## config.mk

```make
export PLATFORM = sky130hd
export DESIGN_NAME = aomsel_top
export DESIGN_NICKNAME = d
export VERILOG_FILES = /design/src/include/aomsel_pkg.sv /design/src/design/aomsel_top.sv
export SDC_FILE = /design/constraint.sdc
export NUM_CORES = 1
export LEC_CHECK = 0
export ABC_AREA = 1
export BUFFER_PORTS_ARGS = -buffer_cell sky130_fd_sc_hd__buf_2
export CAP_MARGIN = 40
export CORE_ASPECT_RATIO = 1.4
export CORE_MARGIN = 4
export CORE_UTILIZATION = 30
export DETAILED_ROUTE_END_ITERATION = 16
export PLACE_DENSITY = 0.58
export SLEW_MARGIN = 20
export SYNTH_ARGS = -nofsm -noshare
export SYNTH_HDL_FRONTEND = slang
export SYNTH_HIERARCHICAL = 1
export SYNTH_SLANG_ARGS = --single-unit
export TNS_END_PERCENT = 30
```

## constraint.sdc

```tcl
create_clock -name mclk -period 4.5 [get_ports mclk]
set_input_delay 0.225 -clock mclk [delete_from_list [all_inputs] [get_ports mclk]]
set_output_delay 0.225 -clock mclk [all_outputs]
set_load 0.005 [all_outputs]
```

## src/include/aomsel_pkg.sv

```systemverilog
// package for the auxiliary output mode selector: offsets, fields, reset values, modes
// assumes an avalon-mm slave with byte addresses and one bit period per mclk cycle
`default_nettype none

package aomsel_pkg;

    // register byte offsets
    localparam logic [3:0] OFS_CTRL = 4'h0;
    localparam logic [3:0] OFS_DIV = 4'h4;
    localparam logic [3:0] OFS_STATUS = 4'h8;

    // control field positions
    localparam int CTRL_MODE_LSB = 0;
    localparam int CTRL_TAP_PRE = 2;
    localparam int CTRL_SER_EN = 3;
    localparam int CTRL_RUN = 4;

    // status field positions
    localparam int ST_MODE_LSB = 0;
    localparam int ST_ATTACHED = 2;
    localparam int ST_UNDERRUN = 3;

    // divide factor limits and reset values
    localparam logic [7:0] DIV_MIN = 8'h02;
    localparam logic [7:0] DIV_MAX = 8'h80;
    localparam logic [7:0] DIV_RESET = 8'h02;
    localparam logic RUN_RESET = 1'b0;
    localparam logic TAP_PRE_RESET = 1'b0;
    localparam logic SER_EN_RESET = 1'b0;

    localparam int FIFO_DEPTH = 16;

    typedef enum logic [1:0] {
        AOMSEL_DIVIDER,
        AOMSEL_DUAL,
        AOMSEL_SERIAL,
        AOMSEL_TAP
    } aomsel_mode_e;

    // one bit period of stimulus: main channel bit and second channel bit
    typedef struct packed {
        logic main_bit;
        logic aux_bit;
    } aomsel_word_s;

endpackage

`default_nettype wire

```

## src/design/aomsel_top.sv

```systemverilog
// auxiliary output mode selector with its stimulus fifo and avalon-mm register slave
// assumes mclk is the bit clock, inputs synchronous to mclk, master holds requests under waitrequest
//
// Function
// - divider mode accepts integer factors 2..128 and emits clock divided by factor
// - odd factor n: high (n+1)/2 bit periods, then low (n-1)/2
// - even factor n: high n/2 bit periods, then low n/2
// - aux output always driven, no enable; divider mode carries clock fraction
// - exactly one of four modes active: divider, dual, serializer, tap shift
// - dual mode: main and aux each take their own pattern source
// - dual mode: each stimulus block supplies content for both outputs
// - serializer mode: aux stops the sub-rate clock, carries second data stream
// - serializer mode: one pattern split automatically between main and aux
// - serializer mode: interleaving both streams reproduces the pattern exactly
// - serializer mode forced when accessory attached and enabled
// - manual mode selection locked while accessory attached
// - tap shift mode: aux is main stream displaced by one bit period
// - tap offset only -1 (aux leads) or +1 (aux lags)
//
// The implementer's own choices: the register offsets and the Avalon-MM register port.
`default_nettype none

module aomsel_fifo #(
    parameter int WIDTH = 2,
    parameter int DEPTH = 16
) (
    input wire logic clk,
    input wire logic reset_n,
    input wire logic in_valid,
    output logic in_ready,
    input wire logic [WIDTH-1:0] in_data,
    output logic out_valid,
    input wire logic out_ready,
    output logic [WIDTH-1:0] out_data
);
    localparam int AW = (DEPTH > 1) ? $clog2(DEPTH) : 1;
    localparam logic [AW-1:0] LAST = AW'(DEPTH - 1);
    localparam logic [AW:0] FULL = (AW + 1)'(DEPTH);

    logic [WIDTH-1:0] mem [DEPTH];
    logic [AW-1:0] wr_ptr;
    logic [AW-1:0] rd_ptr;
    logic [AW:0] count;
    logic push;
    logic pop;

    assign in_ready = (count != FULL);
    assign out_valid = (count != '0);
    assign push = in_valid && in_ready;
    assign pop = out_valid && out_ready;
    assign out_data = mem[rd_ptr];

    // storage needs no reset; only pointers and count are control state
    always_ff @(posedge clk) begin
        if (push) begin
            mem[wr_ptr] <= in_data;
        end
    end

    always_ff @(posedge clk) begin
        if (!reset_n) begin
            wr_ptr <= '0;
        end else if (push) begin
            wr_ptr <= (wr_ptr == LAST) ? '0 : wr_ptr + 1'b1;
        end
    end

    always_ff @(posedge clk) begin
        if (!reset_n) begin
            rd_ptr <= '0;
        end else if (pop) begin
            rd_ptr <= (rd_ptr == LAST) ? '0 : rd_ptr + 1'b1;
        end
    end

    always_ff @(posedge clk) begin
        if (!reset_n) begin
            count <= '0;
        end else if (push && !pop) begin
            count <= count + 1'b1;
        end else if (pop && !push) begin
            count <= count - 1'b1;
        end
    end
endmodule // aomsel_fifo

module aomsel_top #(
    parameter int FIFO_DEPTH = aomsel_pkg::FIFO_DEPTH
) (
    input wire logic mclk,
    input wire logic reset_n,
    input wire logic [3:0] avs_address,
    input wire logic avs_read,
    input wire logic avs_write,
    input wire logic [31:0] avs_writedata,
    input wire logic [3:0] avs_byteenable,
    output logic [31:0] avs_readdata,
    output logic avs_waitrequest,
    input wire logic pat_valid,
    input wire aomsel_pkg::aomsel_word_s pat_word,
    output logic pat_ready,
    input wire logic ser_attached,
    output logic main_out,
    output logic aux_out
);
    aomsel_pkg::aomsel_mode_e manual_mode;
    aomsel_pkg::aomsel_mode_e eff_mode;
    aomsel_pkg::aomsel_word_s fifo_q;
    logic tap_pre;
    logic ser_en;
    logic run;
    logic underrun;
    logic [7:0] div_reg;
    logic [7:0] div_act;
    logic [7:0] div_cnt;
    logic [8:0] div_half;
    logic div_clk;
    logic bus_ack;
    logic wr_take;
    logic lane0;
    logic fifo_valid;
    logic pop;
    logic w_main;
    logic w_aux;
    logic ser_phase;
    logic even_bit;
    logic prev_bit;
    logic [7:0] next_div;

    aomsel_fifo #(
        .WIDTH($bits(aomsel_pkg::aomsel_word_s)),
        .DEPTH(FIFO_DEPTH)
    ) u_fifo (
        .clk(mclk),
        .reset_n(reset_n),
        .in_valid(pat_valid),
        .in_ready(pat_ready),
        .in_data(pat_word),
        .out_valid(fifo_valid),
        .out_ready(run),
        .out_data(fifo_q)
    );

    // bus: one wait cycle, answer at the second edge of a request
    assign avs_waitrequest = (avs_read || avs_write) && !bus_ack;
    assign wr_take = avs_write && bus_ack;
    assign lane0 = avs_byteenable[0];

    always_ff @(posedge mclk) begin
        if (!reset_n) begin
            bus_ack <= 1'b0;
        end else begin
            bus_ack <= (avs_read || avs_write) && !bus_ack;
        end
    end

    // read data settles at the edge that drops waitrequest and then stands
    always_ff @(posedge mclk) begin
        if (!reset_n) begin
            avs_readdata <= 32'h0;
        end else if (avs_read && !bus_ack) begin
            case (avs_address)
                aomsel_pkg::OFS_CTRL: avs_readdata <= {27'h0, run, ser_en, tap_pre, manual_mode};
                aomsel_pkg::OFS_DIV: avs_readdata <= {24'h0, div_reg};
                aomsel_pkg::OFS_STATUS: avs_readdata <= {28'h0, underrun, ser_attached, eff_mode};
                default: avs_readdata <= 32'h0;
            endcase
        end
    end

    always_comb begin
        next_div = avs_writedata[7:0];
        if (avs_writedata[7:0] < aomsel_pkg::DIV_MIN) begin
            next_div = aomsel_pkg::DIV_MIN;
        end else if (avs_writedata[7:0] > aomsel_pkg::DIV_MAX) begin
            next_div = aomsel_pkg::DIV_MAX;
        end
    end

    always_ff @(posedge mclk) begin
        if (!reset_n) begin
            manual_mode <= aomsel_pkg::AOMSEL_DIVIDER;
        end else if (wr_take && lane0 && avs_address == aomsel_pkg::OFS_CTRL && !ser_attached) begin
            manual_mode <= aomsel_pkg::aomsel_mode_e'(avs_writedata[aomsel_pkg::CTRL_MODE_LSB +: 2]);
        end
    end

    always_ff @(posedge mclk) begin
        if (!reset_n) begin
            tap_pre <= aomsel_pkg::TAP_PRE_RESET;
            ser_en <= aomsel_pkg::SER_EN_RESET;
            run <= aomsel_pkg::RUN_RESET;
        end else if (wr_take && lane0 && avs_address == aomsel_pkg::OFS_CTRL) begin
            tap_pre <= avs_writedata[aomsel_pkg::CTRL_TAP_PRE];
            ser_en <= avs_writedata[aomsel_pkg::CTRL_SER_EN];
            run <= avs_writedata[aomsel_pkg::CTRL_RUN];
        end
    end

    always_ff @(posedge mclk) begin
        if (!reset_n) begin
            div_reg <= aomsel_pkg::DIV_RESET;
        end else if (wr_take && lane0 && avs_address == aomsel_pkg::OFS_DIV) begin
            div_reg <= next_div;
        end
    end

    // a missing stimulus bit sends zero; the set wins over a clear
    always_ff @(posedge mclk) begin
        if (!reset_n) begin
            underrun <= 1'b0;
        end else if (run && !fifo_valid) begin
            underrun <= 1'b1;
        end else if (wr_take && lane0 && avs_address == aomsel_pkg::OFS_STATUS
                     && avs_writedata[aomsel_pkg::ST_UNDERRUN]) begin
            underrun <= 1'b0;
        end
    end

    // accessory overrides the manual choice when attached with ser_en set
    assign eff_mode = (ser_attached && ser_en) ? aomsel_pkg::AOMSEL_SERIAL : manual_mode;

    // divider: new factor taken only at a period boundary, so no runt pulses
    assign div_half = ({1'b0, div_act} + 9'h001) >> 1;
    assign div_clk = ({1'b0, div_cnt} < div_half);

    always_ff @(posedge mclk) begin
        if (!reset_n) begin
            div_cnt <= 8'h00;
            div_act <= aomsel_pkg::DIV_RESET;
        end else if (div_cnt == div_act - 8'h01) begin
            div_cnt <= 8'h00;
            div_act <= div_reg;
        end else begin
            div_cnt <= div_cnt + 8'h01;
        end
    end

    assign pop = run && fifo_valid;
    assign w_main = pop ? fifo_q.main_bit : 1'b0;
    assign w_aux = pop ? fifo_q.aux_bit : 1'b0;

    always_ff @(posedge mclk) begin
        if (!reset_n) begin
            ser_phase <= 1'b0;
        end else if (eff_mode != aomsel_pkg::AOMSEL_SERIAL) begin
            ser_phase <= 1'b0;
        end else if (run) begin
            ser_phase <= !ser_phase;
        end
    end

    always_ff @(posedge mclk) begin
        if (!reset_n) begin
            even_bit <= 1'b0;
            prev_bit <= 1'b0;
        end else if (run) begin
            if (!ser_phase) begin
                even_bit <= w_main;
            end
            prev_bit <= w_main;
        end
    end

    // outputs always driven; only the stimulus stalls when run is low
    always_ff @(posedge mclk) begin
        if (!reset_n) begin
            main_out <= 1'b0;
            aux_out <= 1'b0;
        end else begin
            case (eff_mode)
                aomsel_pkg::AOMSEL_DIVIDER: begin
                    aux_out <= div_clk;
                    if (run) begin
                        main_out <= w_main;
                    end
                end
                aomsel_pkg::AOMSEL_DUAL: begin
                    if (run) begin
                        main_out <= w_main;
                        aux_out <= w_aux;
                    end
                end
                aomsel_pkg::AOMSEL_SERIAL: begin
                    if (run && ser_phase) begin
                        main_out <= even_bit;
                        aux_out <= w_main;
                    end
                end
                aomsel_pkg::AOMSEL_TAP: begin
                    if (run) begin
                        main_out <= tap_pre ? prev_bit : w_main;
                        aux_out <= tap_pre ? w_main : prev_bit;
                    end
                end
                default: begin
                    aux_out <= div_clk;
                end
            endcase
        end
    end

    logic tap_post_on;
    logic tap_pre_on;
    assign tap_post_on = (eff_mode == aomsel_pkg::AOMSEL_TAP) && !tap_pre && run;
    assign tap_pre_on = (eff_mode == aomsel_pkg::AOMSEL_TAP) && tap_pre && run;

    chk_div_range: assert property (@(posedge mclk) disable iff (!reset_n)
        div_act >= aomsel_pkg::DIV_MIN && div_act <= aomsel_pkg::DIV_MAX)
        else $error("divide factor out of range");

    chk_div_high_start: assert property (@(posedge mclk) disable iff (!reset_n)
        (eff_mode == aomsel_pkg::AOMSEL_DIVIDER && $stable(eff_mode) && div_cnt == 8'h00)
        |=> aux_out)
        else $error("divided clock not high at period start");

    chk_div_low_half: assert property (@(posedge mclk) disable iff (!reset_n)
        (eff_mode == aomsel_pkg::AOMSEL_DIVIDER && {1'b0, div_cnt} == div_half)
        |=> !aux_out)
        else $error("divided clock not low after high half");

    chk_div_last_high: assert property (@(posedge mclk) disable iff (!reset_n)
        (eff_mode == aomsel_pkg::AOMSEL_DIVIDER && {1'b0, div_cnt} == div_half - 9'h001)
        |=> aux_out)
        else $error("high half of divided clock too short");

    chk_auto_serial: assert property (@(posedge mclk) disable iff (!reset_n)
        (ser_attached && ser_en) |-> eff_mode == aomsel_pkg::AOMSEL_SERIAL)
        else $error("serializer mode not forced by accessory");

    chk_manual_lock: assert property (@(posedge mclk) disable iff (!reset_n)
        (ser_attached && wr_take && avs_address == aomsel_pkg::OFS_CTRL) |=> $stable(manual_mode))
        else $error("manual mode changed while accessory attached");

    chk_dual_aux: assert property (@(posedge mclk) disable iff (!reset_n)
        (eff_mode == aomsel_pkg::AOMSEL_DUAL && run) |=> aux_out == $past(w_aux))
        else $error("second channel bit lost");

    chk_ser_hold: assert property (@(posedge mclk) disable iff (!reset_n)
        (eff_mode == aomsel_pkg::AOMSEL_SERIAL && !ser_phase) |=> $stable(main_out) && $stable(aux_out))
        else $error("serializer outputs not at half rate");

    chk_ser_pair: assert property (@(posedge mclk) disable iff (!reset_n)
        (eff_mode == aomsel_pkg::AOMSEL_SERIAL && run && !ser_phase) ##1
        (eff_mode == aomsel_pkg::AOMSEL_SERIAL && run)
        |=> main_out == $past(w_main, 2) && aux_out == $past(w_main))
        else $error("serializer pair does not rebuild pattern");

    chk_tap_post: assert property (@(posedge mclk) disable iff (!reset_n)
        tap_post_on ##1 tap_post_on |=> aux_out == $past(main_out))
        else $error("postcursor stream not one bit late");

    chk_tap_pre: assert property (@(posedge mclk) disable iff (!reset_n)
        tap_pre_on ##1 tap_pre_on |=> main_out == $past(aux_out))
        else $error("precursor stream not one bit early");

    chk_bus_wait: assert property (@(posedge mclk) disable iff (!reset_n)
        (avs_read || avs_write) && !bus_ack |=> !avs_waitrequest)
        else $error("waitrequest held more than one cycle");

    cov_divider: cover property (@(posedge mclk) disable iff (!reset_n)
        eff_mode == aomsel_pkg::AOMSEL_DIVIDER && div_act == 8'h03 && $rose(aux_out));
    cov_dual: cover property (@(posedge mclk) disable iff (!reset_n)
        eff_mode == aomsel_pkg::AOMSEL_DUAL && pop);
    cov_serial: cover property (@(posedge mclk) disable iff (!reset_n)
        ser_attached && ser_en && run && ser_phase);
    cov_tap: cover property (@(posedge mclk) disable iff (!reset_n)
        tap_pre_on ##1 tap_pre_on);
    cov_fifo_full: cover property (@(posedge mclk) disable iff (!reset_n)
        pat_valid && !pat_ready);
endmodule // aomsel_top

`default_nettype wire

```

==> impl_metrics.py <==
metrics = {
    "run_status": {
        "status": "finished clean",
    },
    "timing": {
        "hold_violations": 0,
        "tightest_slew_ns": 0.675,
        "rsz0062_at_grt": "no",
        "timing.final.crit_period_ns": 2.20,
        "slew_headroom": 0.548,
        "final.setup.tns_ns": 0,
        "report.final.setup_viol": 0,
        "finalMaxSlewViolations": 0,
        "layout_setup_ws_ns": 2.30,
        "timing.final.crit_share": 0.489,
        "final.setup_skew_ns": 0.00579,
        "fmax_mhz": 454,
    },
    "grt": {
        "grt_pass1_vias": 3883,
        "grt-ovfl-total": 0,
        "antenna_found_initial": 0,
        "grt_max_degree": 29,
        "grt_pass1_wl_mm": 17.8,
        "gr-usage-all-layers": 0.115,
    },
    "pwr": {
        "switching_share": 0.336,
        "p_switching_uw": 838,
        "seqPwrFrac": 0.402,
        "ir_worst_vdd_uv": 204,
        "clkPwrFrac": 0.329,
        "internal_power_uw": 1660,
        "cellLeakagePower_uw": 0.00243,
        "p_per_area_nw_per_um2": 444,
        "combPwrFrac": 0.269,
    },
    "placed_design": {
        "dp_hpwl_mm": 8.24,
        "io_buffers": 32,
        "pre_cts_slack_ns": 2.31,
        "gp_congestion": 0.825,
    },
    "floorplan": {
        "rows": 55,
        "pin_count": 84,
        "fp.dieH_um": 162,
        "initial_core_util": 0.309,
        "die_x_um": 118,
        "core_um2": 16400,
        "dieArea_um2": 19000,
    },
    "clocking": {
        "clock_latency_ns": 0.35,
        "clock-root-buffer": "clkbuf_16",
        "cts_made_buffers": 9,
        "cts_max_level": 3,
        "clock-sinks": 93,
        "cts_resized": 0,
        "cts_tree": "built",
        "postCtsHoldBufs": 0,
        "clockBufferDepth": 2,
        "cts.clk_slew.worst_paths_ns": 0.07,
        "post_cts_buffers": 0,
    },
    "logic_synthesis": {
        "yosys.area_share.simple": 0.281,
        "synth-seq-cells": 93,
        "synth_xor_area_frac": 0.0381,
        "synth.avg_cell_area_um2": 7.74,
        "yosysSeqAreaShare": 0.431,
        "synthArstFlopShare": 0,
        "synth_ff_type": "dfxtp_1",
        "ys_types": 40,
        "synth_compound_area_frac": 0.0831,
        "synth_edf_count": 32,
        "syn_area_um2": 5060,
        "synth_top_family_by_area": "simple AND/OR/NAND/NOR gates",
        "muxShareOfSynthArea": 0,
        "synthAdderAreaFrac": 0.0509,
        "syn-instance-count": 654,
        "ys.warnings.count": 6,
    },
    "final_layout": {
        "areaGrowthSynthToFinish_pct": 11.2,
        "drive_gt1_frac": 0.114,
        "regMostFlops": "u_fifo/mem",
        "nets": 753,
        "largest_register_ffs": 32,
        "antenna_cells": 0,
        "nFillCells": 1732,
    },
    "worst_setup_path": {
        "path_class": "reg2reg",
        "required_ns": 4.74,
        "arrival_ns": 2.44,
        "critPathCaptureType": "register",
        "start_kind": "register",
        "crit_fanout": 6,
    },
    "job": {
        "drv_cap": 0,
    },
    "worst_hold_path": {
        "hold_class": "in2reg",
    },
    "detailed_routing": {
        "num_vias": 4047,
        "drt_iter0_markers": 159,
        "viasPerCell": 4.55,
        "routedWlPerCell_um": 12.1,
        "routed_wl_mm": 10.8,
        "drtAntennaViolNets": 0,
        "first_pass_iters": 4,
        "drc": 0,
    },
}
-- final cells by class --
cell class | instances | area [µm²] | area share
Clock buffer | 9 | 225 | 0.0400
Clock inverter | 7 | 96.3 | 0.0171
Inverter | 87 | 332 | 0.0589
Multi-Input combinational cell | 462 | 2380 | 0.424
Sequential cell | 93 | 2180 | 0.388
Tap cell | 199 | 249 | 0.0442
Timing Repair Buffer | 32 | 160 | 0.0285
-- worst max-delay path, cell delays in order (launching register included) --
cell and delay (ns):
dfxtp_1 0.38, nor2_4 0.17, nand3_2 0.19, nand2_4 0.15, ha_1 0.18, inv_1 0.11
fa_1 0.41, nand2_1 0.09, nand3_1 0.08, nand3_1 0.08, nand2_1 0.05, o21ai_0 0.14
inv_1 0.05
-- Yosys cell counts (3+ instances only) --
cell type / instances / area share
nand2_2: 6 / 0.0074
or2_2: 5 / 0.0062
buf_6: 3 / 0.0067
a21oi_1: 36 / 0.036
xor2_1: 16 / 0.028
nor2_4: 4 / 0.0089
xnor2_1: 6 / 0.010
buf_4: 24 / 0.036
ha_1: 19 / 0.047
nand2_4: 3 / 0.0067
nor2_1: 72 / 0.053
o21ai_1: 8 / 0.0079
nand4_1: 13 / 0.016
inv_2: 5 / 0.0037
inv_1: 79 / 0.059
o211ai_1: 4 / 0.0059
nand2_1: 157 / 0.12
nand3_1: 47 / 0.046
edfxtp_1: 32 / 0.19
clkbuf_1: 3 / 0.0022
buf_2: 4 / 0.0040
dfxtp_1: 61 / 0.24
o21ai_0: 17 / 0.017
nor3_1: 7 / 0.0069
-- kinds of logic after synthesis --
logic type / after synthesis
adders and majority gates: 20
AOI/OAI and AO/OA: 76
other: 1
xor gates and xnor gates: 22
DFF: 93
and+or+nand+nor: 320
buffers and inverters: 122
-- power by group through the flow --
stage                     clock (µW)  sequential (µW)  combinational, µW
after detailed placement           0             1020                681
after floorplan                    0              989                575
after global routing             881             1010                785
after CTS                        847             1000                685
after global placement             0             1020                674
final                            821             1000                673
-- layout by cell type, fill, tap and decap left out, types with 3 or more instances in the layout --
master	synthesis	routed
inv_2	5	5
a21oi_1	36	36
nor3_1	7	7
nor2_4	4	4
nand2_2	6	6
inv_1	79	79
o21ai_0	17	17
nand3_1	47	47
dfxtp_1	61	61
buf_2	4	32
o21ai_1	8	8
edfxtp_1	32	32
xor2_1	16	16
or2_2	5	5
xnor2_1	6	6
nand4_1	13	13
nor2_1	72	72
ha_1	19	19
conb_1	1	24
nand2_1	157	157
clkbuf_16	0	9
o211ai_1	4	4
nand2_4	3	3
-- path summary, 6_finish.rpt --
path / startpoint / end / slack (ns) / depth (start not counted)
max: u_fifo/count[0]$_SDFFE_PN0P_ / u_fifo/count[4]$_SDFFE_PN0P_ / 2.30 / 12
min: avs_writedata[5] / div_reg[5]$_SDFFE_PN0P_ / 0.14 / 3
max reg2reg: u_fifo/count[0]$_SDFFE_PN0P_ / u_fifo/count[4]$_SDFFE_PN0P_ / 2.30 / 12
min reg2reg: ser_phase$_SDFFE_PP0P_ / ser_phase$_SDFFE_PP0P_ / 0.46 / 2
-- metrics by stage --
step	instance area, µm²	hold WS [ns]	std cells	utilization	power, µW
2_1_floorplan	5150	0.324	677	-	1560
3_3_place_gp	5310	0.447	873	0.324	1700
3_5_place_dp	5310	0.453	873	0.324	1710
4_1_cts	5630	0.123	889	0.344	2540
5_1_grt	5630	0.152	889	0.344	2680
6_report	5630	0.138	889	0.344	2500
-- routing by layer --
metal | wire, µm | global-route usage | up-vias | part of all wire
li1 | - | - | 2120 | -
met1 | 4390 | 0.123 | 1829 | 0.41
met2 | 5760 | 0.219 | 76 | 0.53
met3 | 337 | 0.0167 | 22 | 0.031
met4 | 305 | 0.0613 | 0 | 0.028
met5 | 0 | 0 | - | 0
Power figures use the tool's default switching activity.
